**src/hdl/counter_regs.svh**
```systemverilog
// Purpose: register map, field positions and reset values of the counter
// Assumes: 32-bit AXI4-Lite data, one aligned word per register
// Notes: constants only; included by bare name
`ifndef COUNTER_REGS_SVH
`define COUNTER_REGS_SVH

// ****************************************
// register byte offsets
// ****************************************
`define CTRL_OFS 32'h0000_0000
`define PRESET_OFS 32'h0000_0004
`define STATUS_OFS 32'h0000_0008
`define PRESCALE_OFS 32'h0000_000c

// ****************************************
// field positions
// ****************************************
`define CTRL_EN_P_BIT 0
`define CTRL_EN_T_BIT 1
`define CTRL_LOAD_N_BIT 2
`define CTRL_CLEAR_N_BIT 3
`define STATUS_CARRY_BIT 4

// ****************************************
// reset values and codes
// ****************************************
`define CTRL_RST 4'hc
`define PRESET_RST 4'h0
`define PRESCALE_RST 16'h0000
`define BIN_TERM 4'hf
`define DEC_TERM 4'h9
`define RESP_OKAY 2'h0
`define RESP_SLVERR 2'h2

`endif

```
**src/hdl/counter_pkg.sv**
```systemverilog
// Purpose: types shared by the counter design files
// Assumes: counter_regs.svh holds all numeric constants
// Notes: bus channels travel as packed structs
package counter_pkg;

	// ****************************************
	// axi4-lite carriers
	// ****************************************
	typedef struct packed {
		logic [31:0] awaddr;
		logic awvalid;
		logic [31:0] wdata;
		logic [3:0] wstrb;
		logic wvalid;
		logic bready;
		logic [31:0] araddr;
		logic arvalid;
		logic rready;
	} axil_req_s;

	typedef struct packed {
		logic awready;
		logic wready;
		logic [1:0] bresp;
		logic bvalid;
		logic arready;
		logic [31:0] rdata;
		logic [1:0] rresp;
		logic rvalid;
	} axil_rsp_s;

	// ****************************************
	// control fields, msb first
	// ****************************************
	typedef struct packed {
		logic clear_n;
		logic load_n;
		logic enable_t;
		logic enable_p;
	} ctrl_s;

	// ****************************************
	// module state
	// ****************************************
	typedef struct packed {
		logic [15:0] cnt;
		logic tick;
	} tick_state_s;

	typedef struct packed {
		ctrl_s ctrl;
		logic [3:0] preset;
		logic [15:0] prescale;
		logic [3:0] count;
		logic aw_got;
		logic [31:0] awaddr;
		logic w_got;
		logic [31:0] wdata;
		logic [3:0] wstrb;
		logic bvalid;
		logic [1:0] bresp;
		logic rvalid;
		logic [31:0] rdata;
		logic [1:0] rresp;
	} core_state_s;

endpackage

```
**src/hdl/count_tick_gen.sv**
```systemverilog
// Purpose: divider that makes the counting edge as a one-cycle enable
// Assumes: prescale 0 gives a tick on every clock
// Notes: tick is registered
`timescale 1ns/1ps
`include "counter_regs.svh"

module count_tick_gen
	import counter_pkg::*;
(
	// clock and reset
	input wire logic sys_clk_i,
	input wire logic arst_n_i,
	// divider
	input wire logic [15:0] prescale_i,
	output logic tick_o
);

	tick_state_s st_reg;
	tick_state_s st_next;

	always_comb begin
		st_next = st_reg;
		if (st_reg.cnt >= prescale_i) begin
			st_next.cnt = 16'h0000;
			st_next.tick = 1'b1;
		end else begin
			st_next.cnt = st_reg.cnt + 16'h0001;
			st_next.tick = 1'b0;
		end
	end

	always_ff @(posedge sys_clk_i or negedge arst_n_i) begin
		if (!arst_n_i) begin
			st_reg <= '0;
		end else begin
			st_reg <= st_next;
		end
	end

	assign tick_o = st_reg.tick;

endmodule // count_tick_gen

```
**src/hdl/count_term_decode.sv**
```systemverilog
// Purpose: terminal count decode and gated ripple carry
// Assumes: count is the visible count, so an immediate clear also drops the carry
// Notes: purely combinational, one decode of the state
`timescale 1ns/1ps
`include "counter_regs.svh"

module count_term_decode #(
	parameter bit DECADE = 1'b0
) (
	// state in
	input wire logic [3:0] count_i,
	input wire logic enable_t_i,
	// decode out
	output logic terminal_o,
	output logic ripple_carry_o
);

	logic [3:0] term;

	assign term = DECADE ? `DEC_TERM : `BIN_TERM;
	assign terminal_o = (count_i == term);
	// single decode gated by the carry enable only
	assign ripple_carry_o = enable_t_i & terminal_o;

endmodule // count_term_decode

```
**src/hdl/presettable_counter.sv**
```systemverilog
// Purpose: presettable 4-bit counter with AXI4-Lite control
// Assumes: one clock; counting edge is a tick from the divider
// Notes: DECADE selects ten states, ASYNC_CLEAR the immediate clear
//
// Local design decisions: register access over AXI4-Lite and the register offsets.
`timescale 1ns/1ps
`include "counter_regs.svh"

module presettable_counter
	import counter_pkg::*;
#(
	parameter bit DECADE = 1'b0,
	parameter bit ASYNC_CLEAR = 1'b0
) (
	// clock and reset
	input wire logic sys_clk_i,
	input wire logic arst_n_i,
	// register bus
	input wire axil_req_s axil_req_i,
	output axil_rsp_s axil_rsp_o,
	// cascade
	input wire logic cascade_t_i,
	output logic ripple_carry_o,
	// count outputs
	output logic [3:0] count_o,
	output logic count_bit_lsb_o,
	output logic count_bit_msb_o
);

	// ****************************************
	// state and helpers
	// ****************************************
	core_state_s st_reg;
	core_state_s st_next;
	logic tick;
	logic terminal;
	logic enable_t_eff;
	logic clear_act;
	logic load_act;
	logic aw_take;
	logic w_take;
	logic ar_take;
	logic [31:0] wr_addr;
	logic [31:0] rd_addr;

	assign clear_act = !st_reg.ctrl.clear_n;
	assign load_act = !st_reg.ctrl.load_n;
	assign enable_t_eff = st_reg.ctrl.enable_t & cascade_t_i;
	assign wr_addr = {st_reg.awaddr[31:2], 2'b00};
	assign rd_addr = {axil_req_i.araddr[31:2], 2'b00};

	// ****************************************
	// counting edge and decode
	// ****************************************
	count_tick_gen u_tick (
		.sys_clk_i(sys_clk_i),
		.arst_n_i(arst_n_i),
		.prescale_i(st_reg.prescale),
		.tick_o(tick)
	);

	count_term_decode #(
		.DECADE(DECADE)
	) u_decode (
		.count_i(count_o),
		.enable_t_i(enable_t_eff),
		.terminal_o(terminal),
		.ripple_carry_o(ripple_carry_o)
	);

	// ****************************************
	// bus handshakes
	// ****************************************
	assign axil_rsp_o.awready = !st_reg.aw_got && !st_reg.bvalid;
	assign axil_rsp_o.wready = !st_reg.w_got && !st_reg.bvalid;
	assign axil_rsp_o.bvalid = st_reg.bvalid;
	assign axil_rsp_o.bresp = st_reg.bresp;
	assign axil_rsp_o.arready = !st_reg.rvalid;
	assign axil_rsp_o.rvalid = st_reg.rvalid;
	assign axil_rsp_o.rdata = st_reg.rdata;
	assign axil_rsp_o.rresp = st_reg.rresp;

	assign aw_take = axil_req_i.awvalid && axil_rsp_o.awready;
	assign w_take = axil_req_i.wvalid && axil_rsp_o.wready;
	assign ar_take = axil_req_i.arvalid && axil_rsp_o.arready;

	// ****************************************
	// next state
	// ****************************************
	always_comb begin
		st_next = st_reg;

		// counter core
		if (ASYNC_CLEAR && clear_act) begin
			st_next.count = 4'h0;
		end else if (tick) begin
			if (clear_act) begin
				st_next.count = 4'h0;
			end else if (load_act) begin
				st_next.count = st_reg.preset;
			end else if (st_reg.ctrl.enable_p && enable_t_eff) begin
				if (terminal) begin
					st_next.count = 4'h0;
				end else begin
					st_next.count = st_reg.count + 4'h1;
				end
			end
		end

		// write channel capture
		if (aw_take) begin
			st_next.aw_got = 1'b1;
			st_next.awaddr = axil_req_i.awaddr;
		end
		if (w_take) begin
			st_next.w_got = 1'b1;
			st_next.wdata = axil_req_i.wdata;
			st_next.wstrb = axil_req_i.wstrb;
		end

		// write commit; control levels may change at any time
		if (st_reg.aw_got && st_reg.w_got && !st_reg.bvalid) begin
			st_next.aw_got = 1'b0;
			st_next.w_got = 1'b0;
			st_next.bvalid = 1'b1;
			st_next.bresp = `RESP_OKAY;
			unique case (wr_addr)
				`CTRL_OFS: begin
					if (st_reg.wstrb[0]) begin
						st_next.ctrl.enable_p = st_reg.wdata[`CTRL_EN_P_BIT];
						st_next.ctrl.enable_t = st_reg.wdata[`CTRL_EN_T_BIT];
						st_next.ctrl.load_n = st_reg.wdata[`CTRL_LOAD_N_BIT];
						st_next.ctrl.clear_n = st_reg.wdata[`CTRL_CLEAR_N_BIT];
					end
				end
				`PRESET_OFS: begin
					if (st_reg.wstrb[0]) begin
						st_next.preset = st_reg.wdata[3:0];
					end
				end
				`STATUS_OFS: begin
					st_next.bresp = `RESP_OKAY;
				end
				`PRESCALE_OFS: begin
					if (st_reg.wstrb[0]) begin
						st_next.prescale[7:0] = st_reg.wdata[7:0];
					end
					if (st_reg.wstrb[1]) begin
						st_next.prescale[15:8] = st_reg.wdata[15:8];
					end
				end
				default: begin
					st_next.bresp = `RESP_SLVERR;
				end
			endcase
		end else if (st_reg.bvalid && axil_req_i.bready) begin
			st_next.bvalid = 1'b0;
		end

		// read channel
		if (ar_take) begin
			st_next.rvalid = 1'b1;
			st_next.rresp = `RESP_OKAY;
			st_next.rdata = 32'h0000_0000;
			unique case (rd_addr)
				`CTRL_OFS: begin
					st_next.rdata[3:0] = st_reg.ctrl;
				end
				`PRESET_OFS: begin
					st_next.rdata[3:0] = st_reg.preset;
				end
				`STATUS_OFS: begin
					st_next.rdata[3:0] = count_o;
					st_next.rdata[`STATUS_CARRY_BIT] = ripple_carry_o;
				end
				`PRESCALE_OFS: begin
					st_next.rdata[15:0] = st_reg.prescale;
				end
				default: begin
					st_next.rresp = `RESP_SLVERR;
				end
			endcase
		end else if (st_reg.rvalid && axil_req_i.rready) begin
			st_next.rvalid = 1'b0;
		end
	end

	// ****************************************
	// state register
	// ****************************************
	always_ff @(posedge sys_clk_i or negedge arst_n_i) begin
		if (!arst_n_i) begin
			st_reg <= '0;
			st_reg.ctrl <= `CTRL_RST;
			st_reg.preset <= `PRESET_RST;
			st_reg.prescale <= `PRESCALE_RST;
		end else begin
			st_reg <= st_next;
		end
	end

	// ****************************************
	// outputs
	// ****************************************
	// immediate clear masks the flops until the next edge zeroes them
	assign count_o = (ASYNC_CLEAR && clear_act) ? 4'h0 : st_reg.count;
	assign count_bit_lsb_o = count_o[0];
	assign count_bit_msb_o = count_o[3];

	logic [3:0] term_val;
	assign term_val = DECADE ? `DEC_TERM : `BIN_TERM;
endmodule // presettable_counter

```
**config.mk**
```make
export PLATFORM = sky130hd
export DESIGN_NAME = presettable_counter
export DESIGN_NICKNAME = d
export VERILOG_FILES = /design/src/hdl/counter_pkg.sv /design/src/hdl/count_tick_gen.sv /design/src/hdl/count_term_decode.sv /design/src/hdl/presettable_counter.sv
export VERILOG_INCLUDE_DIRS = /design/src /design/src/hdl
export SDC_FILE = /design/constraint.sdc
export NUM_CORES = 1
export LEC_CHECK = 0
export BUFFER_PORTS_ARGS = -buffer_cell sky130_fd_sc_hd__buf_2
export CAP_MARGIN = 20
export CORE_UTILIZATION = 39
export DETAILED_ROUTE_END_ITERATION = 6
export PLACE_DENSITY = 0.64
export SLEW_MARGIN = 20
export SYNTH_ARGS = -nofsm -noshare
export SYNTH_HDL_FRONTEND = slang
export SYNTH_SLANG_ARGS = --single-unit
```
**constraint.sdc**
```tcl
create_clock -name sys_clk_i -period 2.55 [get_ports sys_clk_i]
set_input_delay 0.51 -clock sys_clk_i [delete_from_list [all_inputs] [get_ports sys_clk_i]]
set_output_delay 0.51 -clock sys_clk_i [all_outputs]
set_load 0.01 [all_outputs]
```
==> flow_metrics.tcl, run 1 <==
set metrics [dict create \
    postPlaceCellArea_um2 6110 \
    yosysWarnings 0 \
    grt_pass1_wl_um 18200 \
    vias 3851 \
    synth-async-reset-ratio_pct 100 \
    synth_cell_types 45 \
    vias_per_cell 4.99 \
    muxShareOfSynthArea_pct 16.7 \
    core_um2 13900 \
    synth_compound_area_share_pct 5.35 \
    start_util_pct 40.1 \
    cp-start-kind "register" \
    skew_ns 0.00491 \
    final_area_um2 6660 \
    rows 43 \
    io_buffer_count 115 \
    tns_ns 0 \
    setup_violations 0 \
    slew_headroom_pct 39.1 \
    worst_setup_path_end_kind "output pin" \
    peakVddDrop_mv 0.526 \
    worst_hold_path_type "in2async" \
    hold_slack_ns 0.0238 \
    clock_sinks 115 \
    drt-initial-drc-count 116 \
    power_mw 5.51 \
    grt_use_total_pct 16.1 \
    htreeDepth 4 \
    clkLatencyLatePin_ns 0.40 \
    antenna_found_initial 3 \
    cts_buffers 17 \
    power.leakage_nw 3.14 \
    layout_common_cells "114 x buf_2, 113 x dfrtp_1, 73 x mux2_2" \
    syn-instance-count 481 \
    dp_hpwl_um 8310 \
    hold_viol 0 \
    tightest_slew_ns 0.912 \
    syn_area_um2 5590 \
    die-height_um 122 \
    synth_top_family_by_area "multiplexers" \
    ys_seq_elements 115 \
    rsz0062_at_grt "no" \
    synthXorXnorAreaFrac_pct 2.19 \
    clk_path_buf_depth 2 \
    status "finished, final reports clean" \
    clkSlewWorstSetupHoldPaths_ns 0.05 \
    yosysTopAreaCellShare_pct 50.6 \
    drt-total-wl_um 11100 \
    post-route-period-util_pct 86.3 \
    synthTopCellsByArea "dfrtp_1 51%, mux2_2 15%, buf_4 5.8%, ha_1 4.0%, nand2_1 3.3%" \
    grt_max_degree 62 \
    slew_violations 0 \
    cts_resized 0 \
    syn_area_per_cell_um2 11.6 \
    nets 706 \
    die_area_um2 14800 \
    grt_pass1_vias 3870 \
    ys_seq_area_share_pct 51.5 \
    dr.pass1.iters 4 \
    synth_top_area_cell "dfrtp_1" \
    final_common_cell "buf_2" \
    postCtsSetupBuffers 0 \
    overflow 0 \
    syn2layout_area_growth_pct 19.0 \
    layout-drive-gt1-share_pct 39.1 \
    route.detailed.drc 0 \
    worstPathRequired_ns 2.04 \
    cts-hold-fix-buffers 0 \
    fin_crit_ns 2.20 \
    worstPathArrival_ns 1.69 \
    maxCapViolCount 0 \
    synth_edf_count 0 \
    cts_root_buffer "clkbuf_16" \
    cp_max_fo 8 \
    largest_register_ffs 74 \
    synthSimpleGateAreaFrac_pct 11.6 \
    place.gp.congestion 0.780 \
    tritoncts "done" \
    die_w_um 122 \
    ant_nets 0 \
    pin_count 156 \
    crit_type "reg2out" \
    synth_ff_type "dfrtp_1" \
    max_freq_mhz 454 \
    power.density_nw_per_um2 828 \
    synth-adder-area-share_pct 4.03 \
    wl_per_cell_um 14.4 \
]
==> metrics by stage <==
stage,setup slack (ns),cells,util (%)
6_report,0.350,772,47.8
5_1_grt,0.187,772,47.8
4_1_cts,0.0562,771,47.7
3_5_place_dp,0.0976,741,43.8
3_3_place_gp,0.145,741,43.8
2_1_floorplan,0.682,498,-
==> critical path: stages, from the launching register on <==
cell     delay, ns
dfrtp_1       0.49
ha_1          0.26
and3_1        0.20
and3_1        0.20
buf_2         0.14
==> worst paths after layout <==
path                                          endpoint                        start  cells past startpoint  slack [ns]
setup / recovery                        ripple_carry_o       count_o[0]$_DFFE_PN0P_                      4        0.35
hold / removal              axil_rsp_o[16]$_DFFE_PN0P_                     arst_n_i                      1        0.02
setup reg to reg           u_tick.st_reg[13]$_DFF_PN0_  u_tick.st_reg[10]$_DFF_PN0_                      6        0.35
hold reg to reg             axil_rsp_o[15]$_DFFE_PN0P_   axil_rsp_o[15]$_DFFE_PN0P_                      2        0.47
max in group asynchronous      st_reg[134]$_DFFE_PN1P_                     arst_n_i                      2        1.78
min in group sys_clk_i      axil_rsp_o[36]$_DFFE_PN0P_               axil_req_i[34]                      2        0.28
==> Yosys cell counts, types with 2 or more instances <==
library cell	n
dfrtp_1	113
mux2_2	73
nand2_1	49
buf_4	43
nor2_1	25
inv_1	21
ha_1	18
nor4_1	18
o21ai_0	14
o31ai_1	12
nand4_1	10
xor2_1	9
a21oi_1	8
buf_2	8
nand3_1	8
xnor2_1	5
clkbuf_1	4
mux4_2	4
nor3b_1	4
and3_1	3
and4_1	3
a21o_1	2
and2_1	2
buf_6	2
dfstp_2	2
nor3_1	2
==> metal layers <==
layer,up-vias,track usage [%],wire length (µm)
met5,-,0,10
met4,2,5.17,124
met3,12,7.12,963
met2,128,25.6,5130
met1,1881,19.6,4900
li1,1828,-,-
==> kinds of logic after synthesis <==
family	Yosys count
other	1
muxes	79
xor gates and xnor gates	14
and+or+nand+nor	131
DFF	115
AOI/OAI and AO/OA	45
adders and majority gates	18
buffers and inverters	78
==> cell type report <==
class	count	area (µm²)
antenna	1	2.50
clock buffer	24	482
clock inverter	6	55.1
fill	1264	7280
inverter	21	78.8
multi-input combinational	305	2300
sequential	115	2880
tap	180	225
timing repair buffer	120	628
==> report_power, final <==
group / switching, mW / leakage [nW] / internal (mW)
sequential: 0.258 / 1.47 / 2.25
clock: 0.739 / 0.269 / 1.39
combinational: 0.343 / 1.39 / 0.519
total: 1.34 / 3.14 / 4.17
Power figures use the tool's default switching activity.
==> run 2, diff against run 1 <==
PLACE_DENSITY = 0.66   (was 0.64)
clock period = 2 ns   (was 2.55 ns; I/O delays follow)
==> flow_metrics.tcl, run 2 (same netlist as run 1, synthesis figures left out) <==
set metrics [dict create \
    crit_slowest_cell "dfrtp_2" \
    cp-start-kind "register" \
    antenna_found_initial 1 \
    p_switching_mw 1.81 \
    postPlaceCellArea_um2 6390 \
    start_util_pct 40.1 \
    pin_count 156 \
    worst_hold_path_type "in2async" \
    hold_slack_ns -0.0200 \
    overflow 0 \
    cp_common_cell "and3_1" \
    slowest_delay_ns 0.41 \
    seq_area_um2 2880 \
    clk_path_buf_depth 2 \
    rows 43 \
    skew_ns 0.0130 \
    nets 746 \
    violations "negative hold slack" \
    grt_pass1_wl_um 18800 \
    hold_viol 8 \
    finalNonFillerCells 813 \
    vias 3988 \
    grt_use_total_pct 16.7 \
    final_common_cell "buf_2" \
    wl_per_cell_um 14.2 \
    core_um2 13900 \
    clockPowerShare_pct 40.6 \
    worstPathRequired_ns 1.60 \
    grt_max_degree 44 \
    p_sw_share_pct 24.5 \
    power.density_nw_per_um2 1030 \
    tightest_slew_ns 0.573 \
    power_mw 7.39 \
    maxCapViolCount 0 \
    io_buffer_count 115 \
    peakVddDrop_mv 0.676 \
    clkSlewWorstSetupHoldPaths_ns 0.05 \
    syn2layout_area_growth_pct 28.9 \
    die_w_um 122 \
    worst_setup_path_end_kind "output pin" \
    layout_setup_ws_ns 0.0560 \
    fin_crit_ns 1.94 \
    clock_sinks 115 \
    crit_type "reg2out" \
    htreeDepth 4 \
    vias_per_cell 4.91 \
    drt-initial-drc-count 146 \
    cts_root_buffer "clkbuf_16" \
    ant_nets 0 \
    status "finished with violations" \
    p_int_mw 5.58 \
    place.gp.congestion 0.832 \
    setup_violations 0 \
    dp_hpwl_um 8540 \
    largest_register_ffs 74 \
    clkLatencyLatePin_ns 0.41 \
    cp_max_fo 4 \
    route.detailed.drc 0 \
    tritoncts "done" \
    layout-drive-gt1-share_pct 47.4 \
    slew_violations 0 \
    grt_pass1_vias 3948 \
    fillers 1231 \
    multi_input_area_um2 2450 \
    post-route-period-util_pct 97.2 \
    path_cells "ha_2 -> and3_1 -> and3_1 -> buf_2" \
    final_area_um2 7210 \
    slew_headroom_pct 61.8 \
    dpl.cell_count 773 \
    max_freq_mhz 514 \
    power.leakage_nw 3.40 \
    seqPwrFrac_pct 44.0 \
    die_area_um2 14800 \
    dr.pass1.iters 4 \
    n_antenna_cell 0 \
    die-height_um 122 \
    worstPathArrival_ns 1.54 \
    combPwrFrac_pct 15.4 \
    place_ws_ns -0.409 \
    drt-total-wl_um 11500 \
    layout_common_cells "114 x buf_2, 112 x dfrtp_1, 73 x mux2_2" \
    cts_buffers 17 \
]
run 2: routing by layer:
| metal | track usage, % | vias up | share of wire (%) |
|---|---|---|---|
| li1 | - | 1912 | - |
| met1 | 20.8 | 1902 | 45 |
| met2 | 25.7 | 155 | 46 |
| met3 | 6.37 | 17 | 8.3 |
| met4 | 7.25 | 2 | 1.3 |
| met5 | 0 | - | 0.069 |
run 2: power groups by stage:
stage / combinational (mW) / clock [mW] / sequential [mW]
after global placement: 1.09 / 0 / 3.20
after global routing: 1.26 / 3.18 / 3.33
after floorplan: 0.892 / 0 / 3.12
final: 1.14 / 3.00 / 3.25
after detailed placement: 1.15 / 0 / 3.24
after CTS: 1.15 / 3.07 / 3.21
run 2: critical path, delay by kind of cell (launching register included):
kind | cells | cell delay (ns)
buf+inv | 1 | 0.14
fa+ha+maj | 1 | 0.20
flops | 1 | 0.41
simple gates | 2 | 0.38
run 2: area by class of cell:
class                   count  area share [%]
clock buffers              21            6.39
clock inverters            11            1.88
repair buffers            160            13.6
inverters                  21            1.09
well taps                 180            3.13
flip-flops and latches    115            40.0
multi-input cells         305            34.0
run 2: path summary, 6_finish.rpt:
check | startpoint | to | slack (ns) | cells past startpoint
max | count_o[0]$_DFFE_PN0P_ | ripple_carry_o | 0.06 | 4
min | arst_n_i | axil_rsp_o[17]$_DFFE_PN0P_ | -0.02 | 1
max reg2reg | st_reg[121]$_DFFE_PN0P_ | u_tick.tick_o$_DFF_PN0_ | 0.06 | 9
min reg2reg | axil_rsp_o[11]$_DFFE_PN0P_ | axil_rsp_o[11]$_DFFE_PN0P_ | 0.47 | 2
max in group asynchronous | arst_n_i | st_reg[119]$_DFFE_PN0P_ | 1.39 | 2
min in group sys_clk_i | axil_req_i[34] | axil_rsp_o[36]$_DFFE_PN0P_ | 0.17 | 2
run 2: what timing repair did:
item | in CTS | in global routing
pin swaps | 2 | 11
cloned | 0 | 1
endpoints found under the setup margin | 38 | 42
gates resized for setup | 4 | 29
setup buffers | 4 | 3
hold buffers | 0 | 0
run 2: through the flow:
| step | utilization, % | hold WS (ns) | TNS [ns] |
|---|---|---|---|
| floorplan | - | 0.104 | 0 |
| global placement | 45.8 | 0.433 | -4.80 |
| detailed placement | 45.8 | 0.443 | -6.37 |
| CTS | 50.5 | 0.000665 | 0 |
| global route | 51.7 | 0.0196 | -0.0196 |
| finish | 51.7 | -0.0200 | 0 |
==> run 3, diff against run 2 <==
PLACE_DENSITY = 0.64   (was 0.66)
clock period = 2.43 ns   (was 2 ns; I/O delays follow)
==> flow_metrics.tcl, run 3 (same netlist as run 1, synthesis figures left out) <==
set metrics [dict create \
    place_ws_ns 0.0294 \
    cp_max_fo 8 \
    dp_hpwl_um 8370 \
    drt-initial-drc-count 99 \
    slowest_delay_ns 0.49 \
    crit_slowest_cell "dfrtp_1" \
    maxCapViolCount 0 \
    largest_register_ffs 74 \
    peakVddDrop_mv 0.663 \
    hold_viol 0 \
    cts_root_buffer "clkbuf_16" \
    layout_setup_ws_ns 0.221 \
    dr.pass1.iters 4 \
    place.gp.congestion 0.801 \
    status "finished, final reports clean" \
    vias_per_cell 4.96 \
    fillers 1261 \
    seqPwrFrac_pct 45.4 \
    grt_pass1_vias 3880 \
    slew_headroom_pct 38.8 \
    final_common_cell "buf_2" \
    power.density_nw_per_um2 869 \
    rows 43 \
    drt-total-wl_um 11100 \
    post-route-period-util_pct 90.9 \
    clk_path_buf_depth 2 \
    cts-hold-fix-buffers 0 \
    fin_crit_ns 2.21 \
    worstPathArrival_ns 1.72 \
    core_um2 13900 \
    ant_nets 0 \
    overflow 0 \
    p_int_mw 4.39 \
    postCtsSetupBuffers 0 \
    layout-drive-gt1-share_pct 39.1 \
    grt_use_total_pct 16.4 \
    pin_count 156 \
    wl_per_cell_um 14.3 \
    p_sw_share_pct 24.4 \
    cts_resized 0 \
    start_util_pct 40.1 \
    nets 709 \
    worst_hold_path_type "in2async" \
    io_buffer_count 115 \
    tns_ns 0 \
    slew_violations 0 \
    syn2layout_area_growth_pct 19.6 \
    cts_buffers 17 \
    clkLatencyLatePin_ns 0.41 \
    layout_common_cells "114 x buf_2, 113 x dfrtp_1, 73 x mux2_2" \
    clkSlewWorstSetupHoldPaths_ns 0.05 \
    grt_max_degree 38 \
    combPwrFrac_pct 15.5 \
    die_area_um2 14800 \
    crit_type "reg2out" \
    max_freq_mhz 453 \
    clockPowerShare_pct 39.1 \
    die_w_um 122 \
    antenna_found_initial 1 \
    vias 3854 \
    worstPathRequired_ns 1.94 \
    clock_sinks 115 \
    die-height_um 122 \
    htreeDepth 4 \
    final_core_util_pct 48.0 \
    rsz0062_at_grt "no" \
    p_switching_mw 1.42 \
    power.leakage_nw 3.15 \
    cp-start-kind "register" \
    hold_slack_ns 0.0200 \
    tightest_slew_ns 0.915 \
    route.detailed.drc 0 \
    path_cells "ha_1 -> and3_1 -> and3_1 -> buf_2" \
    grt_pass1_wl_um 18500 \
    skew_ns 0.00845 \
    power_mw 5.81 \
    worst_setup_path_end_kind "output pin" \
    tritoncts "done" \
    cp_common_cell "and3_1" \
    setup_violations 0 \
]
[run 3: cell count changes in the layout (fill, tap and decap cells not counted), sizes merged]
cell      change
bufinv        -2
clkbuf        +6
diode         +1
buf          -37
clkinv        -3
clkinvlp      -1
[run 3: metal layers]
| layer | share of wire, % | track usage (%) | vias to the layer above |
|---|---|---|---|
| met1 | 44 | 20.1 | 1850 |
| li1 | - | - | 1845 |
| met4 | 1.2 | 6.71 | 0 |
| met5 | 0 | 0 | - |
| met3 | 9.1 | 7.02 | 10 |
| met2 | 46 | 25.3 | 149 |
[run 3: layout make-up]
class                   instances  area (µm²)  share of cell area (%)
diodes                          1        2.50                  0.0374
inverters                      21        78.8                    1.18
clock inverters                 5        52.6                   0.786
multi-input cells             305        2300                    34.4
clock buffers                  27         493                    7.37
flip-flops and latches        115        2880                    43.1
repair buffers                123         651                    9.73
well taps                     180         225                    3.37
[run 3: stage by stage]
step / cells / cell area [µm²]
floorplan: 498 / 5660
global placement: 744 / 6130
detailed placement: 744 / 6130
CTS: 776 / 6680
global route: 776 / 6680
finish: 777 / 6690
[run 3: final timing paths]
path / startpoint / end / depth (start not counted) / slack (ns)
min: arst_n_i / u_tick.st_reg[12]$_DFF_PN0_ / 1 / 0.02
min in group sys_clk_i: axil_req_i[34] / axil_rsp_o[36]$_DFFE_PN0P_ / 2 / 0.25
min reg2reg: axil_rsp_o[9]$_DFFE_PN0P_ / axil_rsp_o[9]$_DFFE_PN0P_ / 2 / 0.47
max in group asynchronous: arst_n_i / st_reg[50]$_DFFE_PN0P_ / 2 / 1.78
max: count_o[0]$_DFFE_PN0P_ / ripple_carry_o / 4 / 0.22
max reg2reg: u_tick.st_reg[12]$_DFF_PN0_ / u_tick.st_reg[13]$_DFF_PN0_ / 6 / 0.27
[run 3: power by group through the flow]
stage | Combinational [mW] | Sequential, mW | Clock (mW)
floorplan | 0.734 | 2.56 | 0
global placement | 0.879 | 2.64 | 0
detailed placement | 0.920 | 2.67 | 0
CTS | 0.921 | 2.64 | 2.33
global route | 1.00 | 2.71 | 2.42
finish | 0.900 | 2.64 | 2.27
[run 3: critical path, delay by kind of cell, from the launching register on]
family / cells / cell delay (ns)
simple gates: 2 / 0.40
buf+inv: 1 / 0.14
fa+ha+maj: 1 / 0.28
flops: 1 / 0.49
